===== config.mk =====
export PLATFORM = sky130hd
export DESIGN_NAME = binary_accumulator_arith
export DESIGN_NICKNAME = d
export VERILOG_FILES = /design/src/core/arith_pkg.sv /design/src/core/binary_accumulator_arith.sv
export SDC_FILE = /design/constraint.sdc
export NUM_CORES = 1
export LEC_CHECK = 0
export ABC_AREA = 1
export BUFFER_PORTS_ARGS = -buffer_cell sky130_fd_sc_hd__buf_4
export CORE_ASPECT_RATIO = 1.5
export CORE_MARGIN = 5
export CORE_UTILIZATION = 60
export CTS_CLUSTER_SIZE = 40
export DETAILED_ROUTE_END_ITERATION = 16
export PLACE_DENSITY = 0.78
export SYNTH_ARGS = -nofsm -noshare
export SYNTH_HDL_FRONTEND = slang
export SYNTH_SLANG_ARGS = --single-unit
export TNS_END_PERCENT = 100

===== constraint.sdc =====
create_clock -name pclk -period 10.2 [get_ports pclk]
set_input_delay 2.04 -clock pclk [delete_from_list [all_inputs] [get_ports pclk]]
set_output_delay 2.04 -clock pclk [all_outputs]
set_load 0.1 [all_outputs]

===== src/core/arith_pkg.sv =====
// Shared types and constants of the binary accumulator arithmetic unit
package arith_pkg;

  localparam int unsigned ADDR_W     = 8;
  localparam int unsigned DATA_W     = 32;
  localparam int unsigned MEM_AW     = 16;
  localparam int unsigned WORD_W     = 16;

  localparam logic [7:0] OFF_CTRL    = 8'h00;
  localparam logic [7:0] OFF_ADDR    = 8'h04;
  localparam logic [7:0] OFF_IMM     = 8'h08;
  localparam logic [7:0] OFF_ACC     = 8'h0c;
  localparam logic [7:0] OFF_STACK1  = 8'h10;
  localparam logic [7:0] OFF_FLAGS   = 8'h14;
  localparam logic [7:0] OFF_INT_ST  = 8'h18;
  localparam logic [7:0] OFF_INT_MSK = 8'h1c;

  // Control register fields
  localparam int unsigned CTRL_OP_LSB  = 0;
  localparam int unsigned CTRL_SRC_LSB = 4;
  localparam int unsigned CTRL_GO_BIT  = 8;
  localparam int unsigned CTRL_BSY_BIT = 9;

  // Interrupt status bits
  localparam int unsigned INT_DONE_BIT  = 0;
  localparam int unsigned INT_RANGE_BIT = 1;
  localparam int unsigned INT_W         = 2;

  // Immediate range limits per instruction
  localparam logic [31:0] IMM_MASK_ADDD = 32'h0fff_ffff;
  localparam logic [31:0] IMM_MASK_D32  = 32'hffff_ffff;
  localparam logic [31:0] IMM_MASK_W16  = 32'h0000_ffff;

  localparam logic [31:0] RST_WORD    = 32'h0000_0000;
  localparam logic [4:0]  DIV_STEPS   = 5'h1f;

  typedef enum logic [2:0] {
    OP_ADD_DOUBLE = 3'b000,
    OP_SUB_SINGLE = 3'b001,
    OP_SUB_DOUBLE = 3'b010,
    OP_MUL_SINGLE = 3'b011,
    OP_DIV_SINGLE = 3'b100
  } opcode_t;

  typedef enum logic [1:0] {
    SRC_WORD = 2'b00,
    SRC_PTR  = 2'b01,
    SRC_IMM  = 2'b10
  } src_t;

  typedef enum logic [2:0] {
    ST_IDLE      = 3'b000,
    ST_FETCH_PTR = 3'b001,
    ST_FETCH_LO  = 3'b010,
    ST_FETCH_HI  = 3'b011,
    ST_EXEC      = 3'b100,
    ST_DIV       = 3'b101
  } fsm_t;

  typedef struct packed {
    logic operand_range_flag;
    logic sign_error_flag;
    logic negative_flag;
    logic carry32_flag;
    logic carry16_flag;
    logic borrow32_flag;
    logic borrow16_flag;
    logic zero_flag;
  } flags_t;

  typedef struct packed {
    logic              req;
    logic [MEM_AW-1:0] addr;
  } mem_req_t;

  typedef struct packed {
    logic              ack;
    logic [WORD_W-1:0] rdata;
  } mem_rsp_t;

endpackage


===== src/core/binary_accumulator_arith.sv =====
// Accumulator binary arithmetic unit with APB registers and operand fetch
//
// Function
// - double add sums 32-bit operand into accumulator, 28-bit when immediate
// - double add operand from two words or immediate
// - single subtract takes 16-bit operand from accumulator
// - double subtract takes 32-bit operand from accumulator
// - multiply 16-bit operand by low 16 bits of accumulator, 32-bit product
// - divide accumulator by 16-bit word, quotient kept
// - divide remainder goes to first stack level
// - divide also accepts 16-bit immediate divisor
// - zero flag set when result is zero
// - negative flag set when result is negative
// - 16-bit carry flag from low half addition
// - 32-bit carry flag from full addition
// - sign error flag on signed overflow of double add
// - 16-bit borrow flag from low half subtraction
// - 32-bit borrow flag from full subtraction
// - divide flags divisor it cannot process
//
// Added by the designer: the placing of the registers and the APB interface to the registers.
`timescale 1ns/10ps

module binary_accumulator_arith (
  input  wire logic                           pclk,
  input  wire logic                           presetn,
  input  wire logic                           psel,
  input  wire logic                           penable,
  input  wire logic                           pwrite,
  input  wire logic [arith_pkg::ADDR_W-1:0]   paddr,
  input  wire logic [arith_pkg::DATA_W-1:0]   pwdata,
  output logic      [arith_pkg::DATA_W-1:0]   prdata,
  output logic                                pready,
  output logic                                pslverr,
  output arith_pkg::mem_req_t                 mem_o,
  input  arith_pkg::mem_rsp_t                 mem_i,
  output arith_pkg::flags_t                   flags,
  output logic                                busy,
  output logic                                irq
);
  import arith_pkg::*;

  typedef struct packed {
    fsm_t                  fsm;
    opcode_t               op;
    src_t                  src;
    logic [MEM_AW-1:0]     addr;
    logic [DATA_W-1:0]     imm;
    logic [DATA_W-1:0]     acc;
    logic [DATA_W-1:0]     stack1;
    logic [DATA_W-1:0]     opnd;
    logic [WORD_W:0]       rem;
    logic [4:0]            cnt;
    flags_t                flg;
    logic [INT_W-1:0]      int_st;
    logic [INT_W-1:0]      int_msk;
    mem_req_t              mem;
    logic [DATA_W-1:0]     rdata;
    logic                  ready;
    logic                  slverr;
    logic                  irq;
    logic                  busy;
  } core_st_t;

  core_st_t st_r;
  core_st_t st_nxt;

  // Zero and negative from a 32-bit accumulator result
  function automatic flags_t zn_flags(input flags_t f,
                                      input logic [DATA_W-1:0] v);
    flags_t r;
    r = f;
    r.zero_flag     = (v == RST_WORD);
    r.negative_flag = v[DATA_W-1];
    return r;
  endfunction

  // Operand mask per instruction, so out-of-range constants drop high bits
  function automatic logic [DATA_W-1:0] imm_mask(input opcode_t o);
    logic [DATA_W-1:0] m;
    m = IMM_MASK_W16;
    case (o)
      OP_ADD_DOUBLE: m = IMM_MASK_ADDD;
      OP_SUB_DOUBLE: m = IMM_MASK_D32;
      default:       m = IMM_MASK_W16;
    endcase
    return m;
  endfunction

  function automatic logic is_double(input opcode_t o);
    return (o == OP_ADD_DOUBLE) || (o == OP_SUB_DOUBLE);
  endfunction

  logic              acc_wr;
  logic              rd_done;
  logic [7:0]        reg_off;
  logic [DATA_W:0]   sum33;
  logic [WORD_W:0]   sum17;
  logic [DATA_W:0]   dif33;
  logic [WORD_W:0]   dif17;
  logic [WORD_W:0]   trial;
  logic [INT_W-1:0]  int_set;
  logic [INT_W-1:0]  int_clr;
  logic              go;
  logic [2:0]        wr_op;
  logic [1:0]        wr_src;

  always_comb begin
    st_nxt  = st_r;
    int_set = '0;
    int_clr = '0;
    go      = 1'b0;
    acc_wr  = 1'b0;
    rd_done = 1'b0;
    reg_off = paddr;
    wr_op   = pwdata[CTRL_OP_LSB +: 3];
    wr_src  = pwdata[CTRL_SRC_LSB +: 2];

    sum33 = {1'b0, st_r.acc} + {1'b0, st_r.opnd};
    sum17 = {1'b0, st_r.acc[WORD_W-1:0]} + {1'b0, st_r.opnd[WORD_W-1:0]};
    dif33 = {1'b0, st_r.acc} - {1'b0, st_r.opnd};
    dif17 = {1'b0, st_r.acc[WORD_W-1:0]} - {1'b0, st_r.opnd[WORD_W-1:0]};
    trial = {st_r.rem[WORD_W-1:0], st_r.acc[DATA_W-1]} -
            {1'b0, st_r.opnd[WORD_W-1:0]};

    // APB: one wait state, effects at the edge that samples pready high
    st_nxt.ready  = 1'b0;
    st_nxt.slverr = 1'b0;
    if (psel && penable && !st_r.ready) begin
      st_nxt.ready  = 1'b1;
      st_nxt.rdata  = RST_WORD;
      case (reg_off)
        OFF_CTRL: begin
          st_nxt.rdata[CTRL_OP_LSB +: 3]  = st_r.op;
          st_nxt.rdata[CTRL_SRC_LSB +: 2] = st_r.src;
          st_nxt.rdata[CTRL_BSY_BIT]      = (st_r.fsm != ST_IDLE);
        end
        OFF_ADDR:    st_nxt.rdata[MEM_AW-1:0] = st_r.addr;
        OFF_IMM:     st_nxt.rdata = st_r.imm;
        OFF_ACC:     st_nxt.rdata = st_r.acc;
        OFF_STACK1:  st_nxt.rdata = st_r.stack1;
        OFF_FLAGS:   st_nxt.rdata[7:0] = st_r.flg;
        OFF_INT_ST:  st_nxt.rdata[INT_W-1:0] = st_r.int_st;
        OFF_INT_MSK: st_nxt.rdata[INT_W-1:0] = st_r.int_msk;
        default:     st_nxt.slverr = 1'b1;
      endcase
    end

    if (psel && penable && st_r.ready && !st_r.slverr) begin
      if (pwrite) begin
        case (reg_off)
          OFF_CTRL: begin
            // A start while busy or with an unknown code is dropped
            if (st_r.fsm == ST_IDLE && pwdata[CTRL_GO_BIT] &&
                wr_op <= OP_DIV_SINGLE && wr_src <= SRC_IMM) begin
              st_nxt.op  = opcode_t'(wr_op);
              st_nxt.src = src_t'(wr_src);
              go         = 1'b1;
            end
          end
          OFF_ADDR:    st_nxt.addr    = pwdata[MEM_AW-1:0];
          OFF_IMM:     st_nxt.imm     = pwdata;
          OFF_ACC:     acc_wr         = (st_r.fsm == ST_IDLE);
          OFF_STACK1:  if (st_r.fsm == ST_IDLE) st_nxt.stack1 = pwdata;
          OFF_INT_MSK: st_nxt.int_msk = pwdata[INT_W-1:0];
          default:     ;
        endcase
      end else if (reg_off == OFF_INT_ST) begin
        rd_done = 1'b1;
      end
    end
    if (acc_wr) begin
      st_nxt.acc = pwdata;
    end
    if (rd_done) begin
      int_clr = '1;
    end

    // Operand fetch and execution
    case (st_r.fsm)
      ST_IDLE: begin
        if (go) begin
          st_nxt.opnd = RST_WORD;
          case (st_nxt.src)
            SRC_IMM: begin
              st_nxt.opnd = st_r.imm & imm_mask(st_nxt.op);
              st_nxt.fsm  = ST_EXEC;
            end
            SRC_PTR: begin
              st_nxt.mem.req  = 1'b1;
              st_nxt.mem.addr = st_r.addr;
              st_nxt.fsm      = ST_FETCH_PTR;
            end
            default: begin
              st_nxt.mem.req  = 1'b1;
              st_nxt.mem.addr = st_r.addr;
              st_nxt.fsm      = ST_FETCH_LO;
            end
          endcase
        end
      end
      ST_FETCH_PTR: begin
        // Pointer word holds the operand's word address
        if (mem_i.ack) begin
          st_nxt.mem.addr = mem_i.rdata;
          st_nxt.fsm      = ST_FETCH_LO;
        end
      end
      ST_FETCH_LO: begin
        if (mem_i.ack) begin
          st_nxt.opnd[WORD_W-1:0] = mem_i.rdata;
          if (is_double(st_r.op)) begin
            // Upper word sits in the next consecutive location
            st_nxt.mem.addr = st_r.mem.addr + 16'h0001;
            st_nxt.fsm      = ST_FETCH_HI;
          end else begin
            st_nxt.mem.req = 1'b0;
            st_nxt.fsm     = ST_EXEC;
          end
        end
      end
      ST_FETCH_HI: begin
        if (mem_i.ack) begin
          st_nxt.opnd[DATA_W-1:WORD_W] = mem_i.rdata;
          st_nxt.mem.req               = 1'b0;
          st_nxt.fsm                   = ST_EXEC;
        end
      end
      ST_EXEC: begin
        st_nxt.fsm = ST_IDLE;
        int_set[INT_DONE_BIT] = 1'b1;
        case (st_r.op)
          OP_ADD_DOUBLE: begin
            st_nxt.acc = sum33[DATA_W-1:0];
            st_nxt.flg = zn_flags(st_r.flg, sum33[DATA_W-1:0]);
            st_nxt.flg.carry16_flag = sum17[WORD_W];
            st_nxt.flg.carry32_flag = sum33[DATA_W];
            st_nxt.flg.sign_error_flag =
              (st_r.acc[DATA_W-1] == st_r.opnd[DATA_W-1]) &&
              (sum33[DATA_W-1] != st_r.acc[DATA_W-1]);
          end
          OP_SUB_SINGLE, OP_SUB_DOUBLE: begin
            // Single form fetched one word, so the upper half is zero
            st_nxt.acc = dif33[DATA_W-1:0];
            st_nxt.flg = zn_flags(st_r.flg, dif33[DATA_W-1:0]);
            st_nxt.flg.borrow16_flag = dif17[WORD_W];
            st_nxt.flg.borrow32_flag = dif33[DATA_W];
          end
          OP_MUL_SINGLE: begin
            st_nxt.acc = st_r.acc[WORD_W-1:0] *
                         st_r.opnd[WORD_W-1:0];
            st_nxt.flg = zn_flags(st_r.flg,
                         st_r.acc[WORD_W-1:0] *
                         st_r.opnd[WORD_W-1:0]);
          end
          default: begin
            // A zero divisor cannot be processed: accumulator left alone
            if (st_r.opnd[WORD_W-1:0] == 16'h0000) begin
              st_nxt.flg.operand_range_flag = 1'b1;
              int_set[INT_RANGE_BIT]        = 1'b1;
            end else begin
              st_nxt.flg.operand_range_flag = 1'b0;
              int_set[INT_DONE_BIT] = 1'b0;
              st_nxt.rem = '0;
              st_nxt.cnt = DIV_STEPS;
              st_nxt.fsm = ST_DIV;
            end
          end
        endcase
      end
      ST_DIV: begin
        // Restoring divide, one quotient bit per cycle shifted into acc
        if (!trial[WORD_W]) begin
          st_nxt.rem = trial;
          st_nxt.acc = {st_r.acc[DATA_W-2:0], 1'b1};
        end else begin
          st_nxt.rem = {st_r.rem[WORD_W-1:0], st_r.acc[DATA_W-1]};
          st_nxt.acc = {st_r.acc[DATA_W-2:0], 1'b0};
        end
        st_nxt.cnt = st_r.cnt - 5'h01;
        if (st_r.cnt == 5'h00) begin
          st_nxt.stack1 = {16'h0000, st_nxt.rem[WORD_W-1:0]};
          st_nxt.flg    = zn_flags(st_r.flg, st_nxt.acc);
          st_nxt.fsm    = ST_IDLE;
          int_set[INT_DONE_BIT] = 1'b1;
        end
      end
      default: st_nxt.fsm = ST_IDLE;
    endcase

    // Set beats a read clear in the same cycle
    st_nxt.int_st = (st_r.int_st & ~int_clr) | int_set;
    st_nxt.irq    = |(st_nxt.int_st & st_nxt.int_msk);
    // Registered so the pin carries no decode glitches
    st_nxt.busy   = (st_nxt.fsm != ST_IDLE);
  end

  always_ff @(posedge pclk or negedge presetn) begin
    if (!presetn) begin
      st_r <= '0;
    end else begin
      st_r <= st_nxt;
    end
  end

  assign prdata  = st_r.rdata;
  assign pready  = st_r.ready;
  assign pslverr = st_r.slverr;
  assign mem_o   = st_r.mem;
  assign flags   = st_r.flg;
  assign busy    = st_r.busy;
  assign irq     = st_r.irq;

endmodule


Yosys cells after proc, flatten, opt, wreduce, memory -nomap -nowiden
Index checks and enable logic that the tools add are counted.
{"block": "totals", "out_inout_bits": 61, "inputBits": 62, "reg_bits": 238}
{"block": "classes", "n_eq_ne": 31, "n_mux": 81, "add_sub_neg": 7, "n_bitwise": 10, "order_cmp": 2, "mul": 1, "n_reduce_logical": 43}
{"operator": "32-bit two-way mux", "n": 14}
{"operator": "32-bit zero test", "n": 4}
{"operator": "32-bit one-hot mux with 2 select lines", "n": 2}
{"operator": "53-bit two-way mux", "n": 2}
{"operator": "16-bit one-hot mux with 3 select lines", "n": 2}
{"operator": "32-bit one-hot mux with 3 select lines", "n": 1}
{"operator": "16-bit two-way mux", "n": 4}
{"operator": "16-bit one-hot mux with 2 select lines", "n": 2}
{"operator": "29-bit one-hot mux with 2 select lines", "n": 1}
{"operator": "17-bit two-way mux", "n": 3}
{"operator": "21-bit two-way mux", "n": 2}
{"operator": "32-bit by 32-bit adder with 33-bit output", "n": 1}
{"operator": "32-bit by 32-bit subtractor with 33-bit output", "n": 1}
{"operator": "32-bit bitwise AND", "n": 1}
{"operator": "8-bit by 5-bit == test with 1-bit output, second input constant", "n": 4}
{"operator": "16-bit by 16-bit multiplier with 32-bit output", "n": 1}
{"operator": "3-bit two-way mux", "n": 8}
{"operator": "6-bit one-hot mux with 4 select lines", "n": 1}
{"operator": "7-bit one-hot mux with 3 select lines", "n": 1}
{"operator": "3-bit AND reduction", "n": 7}
{"operator": "2-bit inequality test, second input constant", "n": 10}
{"operator": "1-bit two-way mux", "n": 18}
{"operator": "3-bit one-hot mux with 6 select lines", "n": 1}
{"operator": "16-bit by 16-bit adder with 17-bit output", "n": 1}
{"operator": "46 further kinds", "n": 83}

Logic depth before layout (Yosys ltp)
{"block": "logic_depth", "ltp_word": 17, "ltp_mapped": 34, "ltp_nobuf": 33}

Worst setup path after synthesis
OpenSTA, ideal clock, no wires.
{"block": "synth_path", "path_kind": "register -> register", "startpoint": "register st_r[157] (netlist bit)", "endpoint": "register st_r, in the netlist flags[5]", "arrival_time_ps": 5704, "path_slack_ps": 4376, "n_path_buf": 2, "setup_time_ps": 120, "stages_incl_launch_ff": 30, "path_cell_list": "dfrtp_1 -> clkbuf_1 -> clkbuf_1 -> nand2_1 -> fa_1 -> inv_1 -> fa_1 -> inv_1 -> fa_1 -> inv_1 -> fa_1 -> fa_1 -> inv_1 -> fa_1 -> inv_1 -> ha_1 -> nand2_1 -> nor2_1 -> inv_1 -> nor2_1 -> nand2_1 -> nand3_1 -> nand3_1 -> nand3_1 -> nand2_1 -> a22o_1 -> a21oi_1 -> nor2_1 -> o21ai_1 -> nand2_1"}
{"block": "synth_between", "elab_chain_len": 3, "word_cells_on_any_way": 5}
{"element": "start, declared", "line": "binary_accumulator_arith.sv:65", "source": "core_st_t st_r;"}
{"element": "start signal, assigned", "line": "binary_accumulator_arith.sv:302", "source": "st_r <= st_nxt;"}
{"element": "16-bit by 16-bit multiplier with 32-bit output, or another cell as far along", "line": "binary_accumulator_arith.sv:253", "source": "st_r.acc[WORD_W-1:0] *"}
{"element": "7-bit one-hot mux with 3 select lines (*)", "line": "binary_accumulator_arith.sv:232", "source": "case (st_r.op)"}
{"element": "29-bit one-hot mux with 2 select lines (*)", "line": "binary_accumulator_arith.sv:180", "source": "case (st_r.fsm)"}
Every way passes the cells marked *; elsewhere a longest branch is shown, timed or not. The select of a mux whose other input is x is not followed.
A chain may end at the register's enable or synchronous reset.

Worst setup path in the final report
{"block": "layout_path", "startpoint": "register st_r[158] (netlist bit)", "endpoint": "register st_r, in the netlist flags[0]"}
{"block": "layout_between", "elab_chain_len": 4, "word_cells_on_any_way": 11}
{"element": "16-bit by 16-bit multiplier with 32-bit output, or another cell as far along", "line": "binary_accumulator_arith.sv:253"}
{"element": "32-bit zero test", "line": "binary_accumulator_arith.sv:73", "source": "r.zero_flag = (v == RST_WORD);"}
{"element": "7-bit one-hot mux with 3 select lines or 6-bit two-way mux (tied branches)", "line": "binary_accumulator_arith.sv:232, binary_accumulator_arith.sv:281"}
{"element": "29-bit one-hot mux with 2 select lines (*)", "line": "binary_accumulator_arith.sv:180"}
Marks and branches as above.

==> metrics.txt <==
Initial DRC Count roughly 2900; fill count around 4400; Area after DPL about 29000 µm²; placer's final routability congestion estimate ~1.1; most frequent cell after synthesis nand2_1; hold_buf cts 0; area grow syn2layout 5.09%; CTS clock-pin slew for the worst setup and hold paths 0.08 ns; post-CTS setup buffer count 0; Synth warnings 0; Hold Path Class reg2reg; WL per Instance between 20 and 25 µm; register area share after synthesis 0.211; number of core rows a little under 100; DR pass1 iterations 8; vias in the first global route around 29000; Synth top area share 0.211; RSZ-0062 raised after global routing no; hpwl dp approximately 88 mm; Netlist Area Pre-Place 28200 µm²; Final Setup Violations 0; vias per cell ~5.8; Avg Cell Area, Syn ~6.6 µm²; clock buffer depth 3; IO buf count roughly 120; Starting Density 0.606; Commonest cells post-synth nand2_1 (1314), inv_1 (879), nor2_1 (293); Post-synth EDFFs 0; total of max-cap violations 0; Fmax approximately 0.14 GHz; period utilization 0.713; CTS tree yes; Max-slew headroom 0.177; outcome finished, final reports clean; Synth area leaders dfrtp_1 (21%), nand2_1 (17%), fa_1 (14%); first-pass GRT wire length 163 mm; Worst Clk Skew roughly 0.024 ns; post-synthesis net count 4716; Cell variety after synth 57; Num CTS Buffers 20; die footprint around 52000 µm²; Overall Global Routing Usage 0.413; DRC errors left 0; Die Ht 276 µm; Async S/R FF share, synth 1.00; DR vias 28200; Sink Count between 200 and 250; critical path's largest stage delay 1.00 ns; ant diodes 0; horizontal die dimension between 150 and 200 µm; most common flop cell mapped by yosys dfrtp_1; critical path required time around 11 ns; startpoint types flip-flop; Arr. time, crit path between 7 and 8 ns; setup TNS 0 ns; post-route cell area between 20000 and 30000 µm²; Crit Path Max Fanout 21; Root Buffer clkbuf_16; Detailed Route WL 108 mm; Synth Instances 4268; remaining global-route overflow 0; Final Net Count approximately 4700; largest net degree at the start of global routing about 120; fin crit period between 7 and 8 ns; top cell type by total area after synthesis dfrtp_1; core area ~47000 µm²; CP dominant cell by count nand2_1; CP Capture Type flip-flop; share of layout cells above drive strength 1 0.0504; Worst-Skew Late Latency 0.53 ns; Worst-Margin Slew roughly 1.2 ns; WS Path Type reg2reg; Yosys reg bits approximately 240; final slew viol count 0; post-CTS sizing 0; Crit-path slowest cell dfrtp_1; initial antenna violation count 1; H-tree depth 1; Final Hold Viols 0; io pins around 120; Final ANT Viol Nets 0; Hold Slack around 0.48 ns
placed cells by master (no fill, tap or decap), types with 21 or more instances in the layout:
cell,instances
nand2_1,1313
inv_1,879
nor2_1,291
o21ai_0,248
dfrtp_1,238
fa_1,197
ha_1,189
nand3_1,166
buf_4,156
a21oi_1,121
nand4_1,73
xor2_1,37
o22ai_1,32
nor3_1,28
a221oi_1,27
o221ai_1,26
a31oi_1,24
o211ai_1,21
clkbuf_16,21
metrics by stage:
| step | setup WS [ns] | utilization | instances |
|---|---|---|---|
| detailed placement | 3.08 | 0.623 | 4788 |
| floorplan | 4.38 | - | 4268 |
| global route | 2.65 | 0.636 | 4821 |
| CTS | 3.05 | 0.636 | 4821 |
| finish | 2.93 | 0.636 | 4821 |
| global placement | 3.08 | 0.623 | 4788 |
final cells by class:
| cell class | count | area, µm² | area share |
|---|---|---|---|
| clock buffer | 30 | 589 | 0.0199 |
| clock inverter | 3 | 42.5 | 0.00143 |
| inverter | 889 | 3340 | 0.113 |
| multi-input combinational | 2910 | 17800 | 0.600 |
| sequential | 238 | 5960 | 0.201 |
| tap | 594 | 743 | 0.0251 |
| timing repair buffer | 157 | 1190 | 0.0400 |
worst paths after layout:
kind / start / cells after the start / slack, ns / to
worst max-delay path: st_r[158] / 30 / 2.93 / flags[0]
worst min-delay path: st_r[65] / 1 / 0.48 / st_r[65]
worst max register to register: st_r[158] / 30 / 2.93 / flags[0]
worst min register to register: st_r[65] / 1 / 0.48 / st_r[65]
max in group asynchronous: presetn / 2 / 7.02 / prdata[20]
min in group asynchronous: presetn / 1 / 1.59 / prdata[1]
worst max-delay path, delay by kind of cell, from the launching register on:
family                   cells  cell delay (ns)
adder cells (fa/ha/maj)      8             3.71
buffers and inverters        7             0.50
flip-flops                   1             1.00
AND/OR/NAND/NOR             15             2.00
cell families after synthesis:
family                     synth area share
AOI/OAI and AO/OA                     0.117
xor gates and xnor gates             0.0146
adders and majority gates             0.224
buffers and inverters                 0.159
DFF                                   0.211
muxes                              0.000709
and+or+nand+nor                       0.274
layer usage:
layer	share of wire	global-route usage	routed length, µm	vias up
met5	0.00012	0	13	-
met2	0.48	0.722	51800	1630
li1	-	-	-	13000
met3	0.075	0.0524	8090	499
met1	0.33	0.440	36100	13000
met4	0.11	0.360	11800	2
registers in the layout, indices dropped and copies added (netlist names):
signal,cells
busy,1
st_r,177
mem_o,17
irq,1
pslverr,1
flags,8
pready,1
prdata,32
Power is not shown: default switching activity piles up to over one toggle a cycle in this logic, so the estimate is an artifact.
